## src/irq_ctrl_pkg.sv

```systemverilog
// Purpose: constants and types shared by the two-level interrupt controller
// Assumes: CLK is the oscillator, twelve periods make one machine cycle
// Notes: register offsets are byte addresses on a 32-bit Wishbone slave
package irq_ctrl_pkg;
	// ------------------------------------------------------------
	// timing
	// ------------------------------------------------------------
	localparam int CLK_PERIOD_NS = 100;
	localparam int OSC_PERIOD_NS = 100;
	localparam int MC_OSC_PERIODS = 12;
	localparam int MC_CLKS = MC_OSC_PERIODS * OSC_PERIOD_NS / CLK_PERIOD_NS;
	localparam logic [3:0] PH_LAST = 4'(MC_CLKS - 1);
	localparam logic [3:0] PH_ZERO = 4'h0;
	localparam logic [3:0] PH_ONE = 4'h1;
	localparam logic [3:0] SAMPLE_PH = 4'h8;
	localparam logic [3:0] POLL_PH = 4'h5;
	// ------------------------------------------------------------
	// register map
	// ------------------------------------------------------------
	localparam logic [7:0] OFS_ENABLE = 8'h00;
	localparam logic [7:0] OFS_LEVEL = 8'h04;
	localparam logic [7:0] OFS_FLAGS = 8'h08;
	localparam logic [7:0] OFS_STATUS = 8'h0c;
	localparam logic [7:0] ENABLE_MASK = 8'hbf;
	localparam logic [7:0] LEVEL_MASK = 8'h3f;
	localparam logic [7:0] BYTE_RST = 8'h00;
	localparam logic [1:0] EDGE_RST = 2'h0;
	localparam int GLOBAL_EN_BIT = 7;
	// ------------------------------------------------------------
	// sources in polling order, flag bits
	// ------------------------------------------------------------
	localparam int NSRC = 6;
	localparam int FL_EXT0 = 0;
	localparam int FL_T0 = 1;
	localparam int FL_EXT1 = 2;
	localparam int FL_T1 = 3;
	localparam int FL_RX = 4;
	localparam int FL_TX = 5;
	localparam int FL_T2OVF = 6;
	localparam int FL_T2EXT = 7;
	localparam int LVL_LO = 0;
	localparam int LVL_HI = 1;
	localparam logic [15:0] VEC_BASE = 16'h0003;
	localparam logic [15:0] VEC_RST = 16'h0000;
	localparam logic [2:0] IDX_RST = 3'h0;
	localparam logic [1:0] ACT_RST = 2'h0;
	localparam int VEC_SHIFT = 3;
	typedef enum logic [1:0] {
		ST_IDLE = 2'b00,
		ST_CALL1 = 2'b01,
		ST_CALL2 = 2'b11
	} call_st_t;
endpackage : irq_ctrl_pkg

```

## src/irq_ctrl.sv

```systemverilog
// Purpose: two-level interrupt controller of an 8-bit core
// Assumes: sequencer signals and peripheral set pulses are on CLK
// Notes: call request stands for two machine cycles after acknowledge
`timescale 1ns/1ps
module irq_ctrl (
	// clock and reset
	input wire logic CLK,
	input wire logic SYS_RST,
	// wishbone slave
	input wire logic CYC_I,
	input wire logic STB_I,
	input wire logic WE_I,
	input wire logic [7:0] ADR_I,
	input wire logic [3:0] SEL_I,
	input wire logic [31:0] DAT_I,
	output logic [31:0] DAT_O,
	output logic ACK_O,
	// peripheral flag set pulses
	input wire logic TIMER0_OVF_SET,
	input wire logic TIMER1_OVF_SET,
	input wire logic RX_DONE_SET,
	input wire logic TX_DONE_SET,
	input wire logic TIMER2_OVF_SET,
	input wire logic TIMER2_EXT_SET,
	// external request pins, active low
	input wire logic EXT0_INPUT_PIN_N,
	input wire logic EXT1_INPUT_PIN_N,
	// instruction sequencer
	input wire logic LAST_CYCLE,
	input wire logic BLOCK_INSTR,
	input wire logic IRQ_RETURN_DONE,
	output logic CALL_REQ,
	output logic [15:0] CALL_VECTOR,
	output logic IRQ_ACK,
	output logic [1:0] IN_SERVICE,
	output logic [7:0] REQUEST_FLAGS,
	output logic MC_START
);
	import irq_ctrl_pkg::*;

	// ------------------------------------------------------------
	// functions
	// ------------------------------------------------------------
	function automatic logic [2:0] first_set(input logic [NSRC-1:0] v);
		logic [2:0] idx;
		idx = IDX_RST;
		for (int i = NSRC - 1; i >= 0; i--) begin
			if (v[i]) begin
				idx = 3'(i);
			end
		end
		return idx;
	endfunction : first_set

	function automatic logic [NSRC-1:0] src_req(input logic [7:0] f);
		// serial and timer2 share one request each
		return {f[FL_T2OVF] | f[FL_T2EXT], f[FL_RX] | f[FL_TX],
			f[FL_T1], f[FL_EXT1], f[FL_T0], f[FL_EXT0]};
	endfunction : src_req

	// ------------------------------------------------------------
	// state
	// ------------------------------------------------------------
	logic [3:0] ph_r;
	logic [1:0] pin_s1_r;
	logic [1:0] pin_s2_r;
	logic [1:0] pin_prev_r;
	logic [7:0] enable_r;
	logic [7:0] level_r;
	logic [7:0] flags_r;
	logic [7:0] flags_nxt;
	logic [1:0] edge_sel_r;
	logic [NSRC-1:0] samp_r;
	logic [1:0] act_r;
	logic [1:0] act_nxt;
	logic acc_blk_r;
	logic [2:0] last_idx_r;
	logic [15:0] vec_r;
	logic irq_ack_r;
	logic ack_r;
	logic [31:0] dat_r;
	logic mc_start_r;
	call_st_t st_r;
	call_st_t st_nxt;

	// ------------------------------------------------------------
	// machine cycle phases
	// ------------------------------------------------------------
	wire ph_end = (ph_r == PH_LAST);
	wire smp_ph = (ph_r == SAMPLE_PH);
	wire poll_ph = (ph_r == POLL_PH);

	always_ff @(posedge CLK) begin
		if (SYS_RST) begin
			ph_r <= PH_ZERO;
			mc_start_r <= 1'b0;
		end else begin
			ph_r <= ph_end ? PH_ZERO : ph_r + PH_ONE;
			mc_start_r <= ph_end;
		end
	end

	// ------------------------------------------------------------
	// pin synchronisers
	// ------------------------------------------------------------
	always_ff @(posedge CLK) begin
		if (SYS_RST) begin
			pin_s1_r <= 2'h3;
			pin_s2_r <= 2'h3;
			pin_prev_r <= 2'h3;
		end else begin
			pin_s1_r <= {EXT1_INPUT_PIN_N, EXT0_INPUT_PIN_N};
			pin_s2_r <= pin_s1_r;
			if (smp_ph) begin
				pin_prev_r <= pin_s2_r;
			end
		end
	end

	// ------------------------------------------------------------
	// wishbone decode
	// ------------------------------------------------------------
	wire wb_req = CYC_I & STB_I;
	wire wb_done = wb_req & ack_r;
	wire wb_wr = wb_done & WE_I;
	wire hit_en = (ADR_I == OFS_ENABLE);
	wire hit_lvl = (ADR_I == OFS_LEVEL);
	wire hit_fl = (ADR_I == OFS_FLAGS);
	wire hit_st = (ADR_I == OFS_STATUS);
	wire wr_en = wb_wr & hit_en & SEL_I[0];
	wire wr_lvl = wb_wr & hit_lvl & SEL_I[0];
	wire wr_fl = wb_wr & hit_fl & SEL_I[0];
	wire wr_edge = wb_wr & hit_fl & SEL_I[1];
	wire [31:0] rd_data = hit_en ? {24'h0, enable_r} :
		hit_lvl ? {24'h0, level_r} :
		hit_fl ? {22'h0, edge_sel_r, flags_r} :
		hit_st ? {26'h0, st_r[0], last_idx_r, act_r} : 32'h0;

	always_ff @(posedge CLK) begin
		if (SYS_RST) begin
			ack_r <= 1'b0;
			dat_r <= 32'h0;
		end else begin
			ack_r <= wb_req & ~ack_r;
			if (wb_req & ~ack_r) begin
				dat_r <= rd_data;
			end
		end
	end

	// ------------------------------------------------------------
	// enable, level and edge select registers
	// ------------------------------------------------------------
	always_ff @(posedge CLK) begin
		if (SYS_RST) begin
			enable_r <= BYTE_RST;
			level_r <= BYTE_RST;
			edge_sel_r <= EDGE_RST;
		end else begin
			if (wr_en) begin
				enable_r <= DAT_I[7:0] & ENABLE_MASK;
			end
			if (wr_lvl) begin
				level_r <= DAT_I[7:0] & LEVEL_MASK;
			end
			if (wr_edge) begin
				edge_sel_r <= DAT_I[9:8];
			end
		end
	end

	// ------------------------------------------------------------
	// arbitration
	// ------------------------------------------------------------
	// global and source enables
	wire [NSRC-1:0] pend = samp_r & enable_r[NSRC-1:0] & {NSRC{enable_r[GLOBAL_EN_BIT]}};
	wire [NSRC-1:0] hi_pend = pend & level_r[NSRC-1:0];
	wire [NSRC-1:0] lo_pend = pend & ~level_r[NSRC-1:0];
	wire hi_ok = ~act_r[LVL_HI];
	wire lo_ok = ~act_r[LVL_HI] & ~act_r[LVL_LO];
	wire take_hi = hi_ok & (|hi_pend);
	wire [NSRC-1:0] cand = take_hi ? hi_pend : (lo_ok ? lo_pend : '0);
	wire [2:0] win_idx = first_set(cand);
	// last cycle, blocking instruction, own call
	wire seq_ok = (st_r == ST_IDLE) & LAST_CYCLE & ~BLOCK_INSTR & ~acc_blk_r;
	// call's final cycle is polled too
	wire poll_ok = poll_ph & (seq_ok | (st_r == ST_CALL2));
	// decision uses only the samples taken in the previous machine cycle
	wire accept = poll_ok & (|cand);
	wire [15:0] win_vec = VEC_BASE + {10'h0, win_idx, 3'h0};

	// ------------------------------------------------------------
	// request flags
	// ------------------------------------------------------------
	wire [1:0] pin_low = ~pin_s2_r;
	wire [1:0] fall = {2{smp_ph}} & edge_sel_r & pin_prev_r & pin_low;
	wire [1:0] lvl_set = {2{smp_ph}} & ~edge_sel_r & pin_low;
	wire [1:0] lvl_clr = {2{smp_ph}} & ~edge_sel_r & pin_s2_r;
	wire [1:0] ext_set = fall | lvl_set;
	wire [NSRC-1:0] win_hot = accept ? (NSRC'(1) << win_idx) : '0;
	wire [7:0] hw_set = {TIMER2_EXT_SET, TIMER2_OVF_SET, TX_DONE_SET, RX_DONE_SET,
		TIMER1_OVF_SET, ext_set[1], TIMER0_OVF_SET, ext_set[0]};
	// ext cleared by acknowledge only in edge mode, timer0 and timer1 always
	wire [7:0] ack_clr = {4'h0, win_hot[FL_T1], win_hot[FL_EXT1] & edge_sel_r[1],
		win_hot[FL_T0], win_hot[FL_EXT0] & edge_sel_r[0]};
	wire [7:0] hw_clr = ack_clr | {5'h0, lvl_clr[1], 1'b0, lvl_clr[0]};

	// hardware set wins over any clear in the same cycle
	assign flags_nxt = hw_set | (wr_fl ? DAT_I[7:0] : (flags_r & ~hw_clr));

	always_ff @(posedge CLK) begin
		if (SYS_RST) begin
			flags_r <= BYTE_RST;
			samp_r <= '0;
		end else begin
			flags_r <= flags_nxt;
			if (smp_ph) begin
				samp_r <= src_req(flags_nxt);
			end
		end
	end

	// ------------------------------------------------------------
	// blocking after enable or level access
	// ------------------------------------------------------------
	always_ff @(posedge CLK) begin
		if (SYS_RST) begin
			acc_blk_r <= 1'b0;
		end else if (wb_done & (hit_en | hit_lvl)) begin
			acc_blk_r <= 1'b1;
		end else if (poll_ph) begin
			acc_blk_r <= 1'b0;
		end
	end

	// ------------------------------------------------------------
	// in-progress levels
	// ------------------------------------------------------------
	always_comb begin
		act_nxt = act_r;
		// return clears the highest active level
		if (IRQ_RETURN_DONE) begin
			if (act_r[LVL_HI]) begin
				act_nxt[LVL_HI] = 1'b0;
			end else begin
				act_nxt[LVL_LO] = 1'b0;
			end
		end
		if (accept) begin
			act_nxt[take_hi ? LVL_HI : LVL_LO] = 1'b1;
		end
	end

	// ------------------------------------------------------------
	// call sequence
	// ------------------------------------------------------------
	always_comb begin
		st_nxt = st_r;
		unique case (st_r)
			ST_IDLE: begin
				if (accept) begin
					st_nxt = ST_CALL1;
				end
			end
			ST_CALL1: begin
				if (poll_ph) begin
					st_nxt = ST_CALL2;
				end
			end
			ST_CALL2: begin
				if (poll_ph) begin
					st_nxt = accept ? ST_CALL1 : ST_IDLE;
				end
			end
			default: begin
				st_nxt = ST_IDLE;
			end
		endcase
	end

	always_ff @(posedge CLK) begin
		if (SYS_RST) begin
			st_r <= ST_IDLE;
			act_r <= ACT_RST;
			vec_r <= VEC_RST;
			last_idx_r <= IDX_RST;
			irq_ack_r <= 1'b0;
		end else begin
			st_r <= st_nxt;
			// only the return pulse clears a level
			act_r <= act_nxt;
			irq_ack_r <= accept;
			if (accept) begin
				vec_r <= win_vec;
				last_idx_r <= win_idx;
			end
		end
	end

	// ------------------------------------------------------------
	// outputs
	// ------------------------------------------------------------
	assign DAT_O = dat_r;
	assign ACK_O = ack_r;
	assign CALL_REQ = st_r[0];
	assign CALL_VECTOR = vec_r;
	assign IRQ_ACK = irq_ack_r;
	assign IN_SERVICE = act_r;
	assign REQUEST_FLAGS = flags_r;
	assign MC_START = mc_start_r;
endmodule : irq_ctrl

```

## config.mk

```make
export PLATFORM = sky130hd
export DESIGN_NAME = irq_ctrl
export DESIGN_NICKNAME = d
export VERILOG_FILES = /design/src/irq_ctrl_pkg.sv /design/src/irq_ctrl.sv
export SDC_FILE = /design/constraint.sdc
export NUM_CORES = 1
export LEC_CHECK = 0
export BUFFER_PORTS_ARGS = -buffer_cell sky130_fd_sc_hd__buf_4
export CORE_MARGIN = 4
export CORE_UTILIZATION = 25
export CTS_CLUSTER_SIZE = 30
export DETAILED_ROUTE_END_ITERATION = 7
export REMOVE_ABC_BUFFERS = 1
export SYNTH_ARGS = -nofsm -noshare
export SYNTH_HDL_FRONTEND = slang
export SYNTH_SLANG_ARGS = --single-unit
export TNS_END_PERCENT = 50
```

## constraint.sdc

```tcl
create_clock -name CLK -period 2.9 [get_ports CLK]
set_input_delay 0.29 -clock CLK [delete_from_list [all_inputs] [get_ports CLK]]
set_output_delay 0.29 -clock CLK [all_outputs]
set_load 0.05 [all_outputs]
```

Yosys cells after proc, flatten, opt, wreduce, memory -nomap -nowiden --
Cells that the tools add are included.
Cells by class: multipliers 0, eq/ne operators 11, divide/modulo/power cells 0, reductions and logical operators 8, bitwise gates (word level) 49, add/subtract/negate cells 2, magnitude comparators 2, multiplexer cells 27, shift-type cells 1
Operators with widths (count):
- $mux W10 | 3
- $and A6 B6 Y6 | 4
- $and A1 B1 Y1 | 21
- $mux W3 | 6
- $mux W6 | 3
- $eq A8 B4 Y1 const B | 2
- $and A2 B2 Y2 | 6
- $reduce_or A6 Y1 | 2
- $mux W2 | 5
- $and A8 B8 Y8 | 1
- $eq A4 B4 Y1 const B | 2
- $eq A8 B3 Y1 const B | 1
- $logic_not A8 Y1 | 1
- $mux W8 | 1
- $not A4 Y8 | 1
- $or A8 B8 Y8 | 1
- $add A2 B6 Y7 const A | 1
- $mux W1 | 6
- $ne A2 B2 Y1 const B | 3
- $not A6 Y6 | 1
- $pmux W2 S3 | 1
- $not A1 Y1 | 5
- $add A4 B1 Y4 const B | 1
- $eq A4 B3 Y1 const B | 1
- other kinds (16) | 21
Storage, ports and cells: input port bits 60, bits in registers 98, latch bits 0, word-level logic and storage cells 118, memories 0, memory bits (read-only) 0, RAM bits 0

Depth between registers and ports, before layout --
word-level depth 21, mapped depth 8, mapped depth without buffers 8

Worst setup path before layout --
No wires, ideal clock.
path type register -> register, start point register act_r[0] (netlist: IN_SERVICE[0]), end point register samp_r[1], setup slack 0.609 ns, arrival 2.159 ns, path buffers 0, cell stages (with the launch flop) 8, path through dfxtp_1 -> a41o_1 -> or4_4 -> o32ai_4 -> o211ai_1 -> a221o_1 -> nor2_1 -> nor3_1
On the way: cells in the longest elaborated chain, start to end 17, elaborated cells between the ends (all ways) 19, those cells by class 1 x shift; 10 x mux; 7 x bitwise; 1 x reduce/logical
RTL lines:
- start, declared | RTL line irq_ctrl.sv:74 | logic [1:0] act_r;
- start signal, assigned | RTL line irq_ctrl.sv:291 | act_r <= act_nxt;
- $not A1 Y1 (*) | RTL line irq_ctrl.sv:180 | wire lo_ok = ~act_r[LVL_HI] & ~act_r[LVL_LO];
- $and A1 B1 Y1 (*) | RTL line irq_ctrl.sv:180
- $mux W6 (*) (2 in series) | RTL line irq_ctrl.sv:182 | wire [NSRC-1:0] cand = take_hi ? hi_pend : (lo_ok ? lo_pend : '0);
- $mux W3 (6 in series) | RTL line irq_ctrl.sv:48 | if (v[i]) begin
- $shl A1 B3 Y4 | RTL line irq_ctrl.sv:200 | wire [NSRC-1:0] win_hot = accept ? (NSRC'(1) << win_idx) : '0;
- $mux W4 (*) | RTL line irq_ctrl.sv:200
- $or A4 B3 Y4 (*) | RTL line irq_ctrl.sv:206 | wire [7:0] hw_clr = ack_clr | {5'h0, lvl_clr[1], 1'b0, lvl_clr[0]};
- $not A4 Y8 (*) | RTL line irq_ctrl.sv:209 | assign flags_nxt = hw_set | (wr_fl ? DAT_I[7:0] : (flags_r & ~hw_clr));
- $and A8 B8 Y8 (*) | RTL line irq_ctrl.sv:209
- $mux W8 (*) | RTL line irq_ctrl.sv:209
- $or A8 B8 Y8 (*) | RTL line irq_ctrl.sv:209
- end signal, assigned | RTL line irq_ctrl.sv:218 | samp_r <= src_req(flags_nxt);
- end, declared | RTL line irq_ctrl.sv:73 | logic [NSRC-1:0] samp_r;
Mark *: on every way between the ends. The rest lies on a longest branch, timed or not. A chain may end at the register's enable or synchronous reset.

Worst setup path in the final report --
start point register enable_r[7], end point register samp_r[1]
On the way: cells in the longest elaborated chain, start to end 18, elaborated cells between the ends (all ways) 22, those cells by class 1 x shift; 10 x mux; 9 x bitwise; 2 x reduce/logical
RTL lines:
- start, declared | RTL line irq_ctrl.sv:68 | logic [7:0] enable_r;
- start signal, assigned | RTL line irq_ctrl.sv:161 | enable_r <= DAT_I[7:0] & ENABLE_MASK;
- $and A6 B6 Y6 (*) | RTL line irq_ctrl.sv:176 | wire [NSRC-1:0] pend = samp_r & enable_r[NSRC-1:0] & {NSRC{enable_r[GLOBAL_EN_BIT]}};
- $and A6 B6 Y6 | RTL line irq_ctrl.sv:177 | wire [NSRC-1:0] hi_pend = pend & level_r[NSRC-1:0];
- $reduce_or A6 Y1 | RTL line irq_ctrl.sv:181 | wire take_hi = hi_ok & (|hi_pend);
- $and A1 B1 Y1 | RTL line irq_ctrl.sv:181
- $mux W6 (*) | RTL line irq_ctrl.sv:182
- $mux W3 (6 in series) | RTL line irq_ctrl.sv:48
- $shl A1 B3 Y4 | RTL line irq_ctrl.sv:200
- $mux W4 (*) | RTL line irq_ctrl.sv:200
- $or A4 B3 Y4 (*) | RTL line irq_ctrl.sv:206
- $not A4 Y8 (*) | RTL line irq_ctrl.sv:209
- $and A8 B8 Y8 (*) | RTL line irq_ctrl.sv:209
- $mux W8 (*) | RTL line irq_ctrl.sv:209
- $or A8 B8 Y8 (*) | RTL line irq_ctrl.sv:209
Marks and branches as above.

==> summary.txt <==
Run status
  • Status: complete, no violations

CTS
  • Clock Path Buffers: 2
  • Root buf cell: clkbuf_16
  • Reg clk slew, reported paths: roughly 0.050 ns
  • CTS tree: yes
  • Clock Latency Late Sink: ~0.33 ns
  • Total CTS buffers: 9
  • Postcts setup bufs: 0
  • H-Tree Depth: 3
  • Sink Count: 61
  • Post-CTS resize count: 0
  • Hold-fix buffer count after cts: 0

Floorplan
  • Core Box Area: ~13000 µm²
  • Die Y-Extent: around 120 µm
  • Die ar.: between 10000 and 15000 µm²
  • Row count: roughly 40
  • Initial Util: 0.257
  • I/O pins: around 120
  • Chip Width: 122 µm

Timing
  • RSZ-0062 raised after global routing: false
  • Hold Slack: around 0.14 ns
  • Worst slew pin tran: 0.654 ns
  • Rel. slew slack: 0.564
  • Final worst path period share: 0.842
  • Slew Viols, Final: 0
  • Final Hold Fails: 0
  • Setup TNS: 0 ns
  • Setup Viol. Count Final: 0
  • Clk_skew: roughly 0.008 ns
  • Min cycle time layout: 2.44 ns
  • FMAX: just over 400 MHz

Cells and area
  • # fillers: 1363
  • Layout cell share with drive strength beyond 1: 0.236
  • Most frequent cells in the layout: 71 x buf_4, 61 x dfxtp_1, 50 x nor2_1
  • Final Util: 0.324
  • Design Area, Final: a little over 4000 µm²
  • P&R area growth vs syn: 25.8%
  • Commonest non-fill, non-tap cell in the layout: buf_4
  • Nets@finish: 516
  • N_diodes: 0

Critical path
  • Reg2Reg Launch Point: enable_r[7]$_SDFFE_PP0P_
  • Slowest-stage cell, CP: or4_4
  • Critical Path AT: between 2 and 3 ns
  • Worst Setup Start Kind: flip-flop
  • Kind of critical path: reg2reg
  • Crit end category: flip-flop
  • Critical path startpoint: enable_r[7]$_SDFFE_PP0P_
  • Critical-path cell list: and4_2 -> or4_4 -> o32ai_4 -> o211ai_1 -> a221o_1 -> nor2_1 -> nor3_1
  • Worst EP required: ~3 ns
  • Crit path largest cell delay: roughly 0.54 ns
  • Worst Path Max Fanout: 8

Global route
  • Grt total ovfl: 0
  • Vias in the first global route: 2717
  • First-pass GRT wire length: 14300 µm
  • Largest net degree at the start of global routing: between 60 and 70
  • Initial antenna violation count: 0
  • GRT Overall Usage: 0.124

Logic synthesis
  • Yosys warnings: 0
  • Register area share after synthesis: 0.375
  • Top post-synthesis cells by area: dfxtp_1 37%, buf_4 8.1%, nor2_1 5.8%
  • Post-synth ARST share: 0
  • Syn Area/Cell: around 8.4 µm²
  • Mapped Area: approximately 3300 µm²
  • Dominant cell type by area after synthesis: dfxtp_1
  • Ys flop type: dfxtp_1
  • Number of synthesized flops with an enable pin: 0
  • Register bit count reported by yosys: slightly above 60
  • Yosys cell types: 65
  • Post-synth top area share: 0.375
  • Mapped Cells: a little under 400

Power and ir drop
  • VDD IR max: ~260 µV
  • Power Density: ~530 nW/µm²
  • Leak: 0.00163 µW

Hold path
  • HP Class: in2reg
  • Hold Startpoint: EXT0_INPUT_PIN_N

Route
  • Final wirelength: just over 9000 µm
  • Vias post-DR: between 2k and 3k
  • DRC viols: 0
  • Pre-antenna DRT Iters: 5
  • Vias/cell: roughly 4.7
  • DR WL/cell: ~15 µm
  • Initial DRC Count: about 210
  • Antenna Violating Nets Remaining: 0

Placed design
  • Placed Area: 3800 µm²
  • RD Place Congestion: 0.832
  • Dpl hpwl: just under 7000 µm
  • Buffers added on ports: between 60 and 70

Job
  • Max-Cap Viols: 0
critical path: cells and delay by family (launching register included):
family           cells  cell delay [ns]
AO/OA/AOI/OAI        3             0.96
flip-flops           1             0.39
AND/OR/NAND/NOR      4             0.95
synth_stat cells (2+ instances only):
master     instances
a22oi_1            3
o21ai_0           14
a31oi_1            4
buf_4             35
nor2b_1           12
nand2_1           30
a2bb2oi_1          2
inv_1             16
buf_2              2
mux2i_1           14
and2_1             2
dfxtp_1           61
and4b_1            2
or2_2              6
nor3b_1            3
nand3_1           12
o211ai_1           6
nand2b_1           3
a211oi_1           5
clkbuf_1           9
nor4_1             2
nor2_1            50
nor3_1             9
ha_1               3
a211o_1            2
and3_1             4
and4_1             2
a311oi_1           3
a21oi_1           29
nand4_1            6
o22ai_1            2
kinds of logic (layout without fill, tap and decap cells):
group	count (synthesis)	after routing	share of synthesized area
compound gates	86	86	0.189
xor+xnor	1	1	0.00269
fa+ha+maj	3	3	0.0115
buf+inv	64	103	0.120
flops	61	61	0.375
mux	16	16	0.0579
other cells	1	33	0.00115
simple gates	155	155	0.243
power breakdown:
part / switching, µW / internal (µW) / leakage [µW]
clock network: 368 / 712 / 0.000150
registers: 11.6 / 852 / 0.000495
logic: 177 / 60.9 / 0.000983
total: 556 / 1630 / 0.00163
through the flow:
step | instances | setup WS (ns) | power (µW)
2_1_floorplan | 371 | 0.554 | 1030
6_report | 630 | 0.458 | 2180
3_3_place_gp | 614 | 0.537 | 1120
5_1_grt | 630 | 0.287 | 2260
4_1_cts | 630 | 0.474 | 2210
3_5_place_dp | 614 | 0.497 | 1120
metal layers:
layer  vias to the layer above  wire length [µm]  track usage
met5                         -                 0            0
met4                         0                96       0.0350
met3                         9               831       0.0418
met2                       117              4400        0.201
met1                      1383              3860        0.158
li1                       1435                 -            -
final cells by class:
| type | instances | area [µm²] | area share |
|---|---|---|---|
| multi-input combinational | 294 | 1770 | 0.431 |
| sequential | 61 | 1220 | 0.298 |
| timing repair buffer | 71 | 533 | 0.130 |
| clock buffer | 13 | 260 | 0.0635 |
| tap | 172 | 215 | 0.0525 |
| inverter | 16 | 60.1 | 0.0146 |
| clock inverter | 3 | 43.8 | 0.0107 |
final timing paths:
check	endpoint	slack (ns)	depth (start not counted)
setup / recovery	samp_r[1]$_SDFFE_PP0N_	0.46	7
hold reg to reg	pin_s2_r[0]$_SDFF_PP1_	0.41	1
setup reg to reg	samp_r[1]$_SDFFE_PP0N_	0.46	7
hold / removal	pin_s1_r[0]$_SDFF_PP1_	0.14	2
sequential cells by signal, indices dropped and copies added, names as in the netlist, 2 cells and up:
signal,cells
DAT_O,10
REQUEST_FLAGS,8
enable_r,7
level_r,6
samp_r,6
ph_r,4
last_idx_r,3
IN_SERVICE,2
edge_sel_r,2
pin_prev_r,2
pin_s1_r,2
pin_s2_r,2
st_r,2
(Power assumes the default switching activity.)
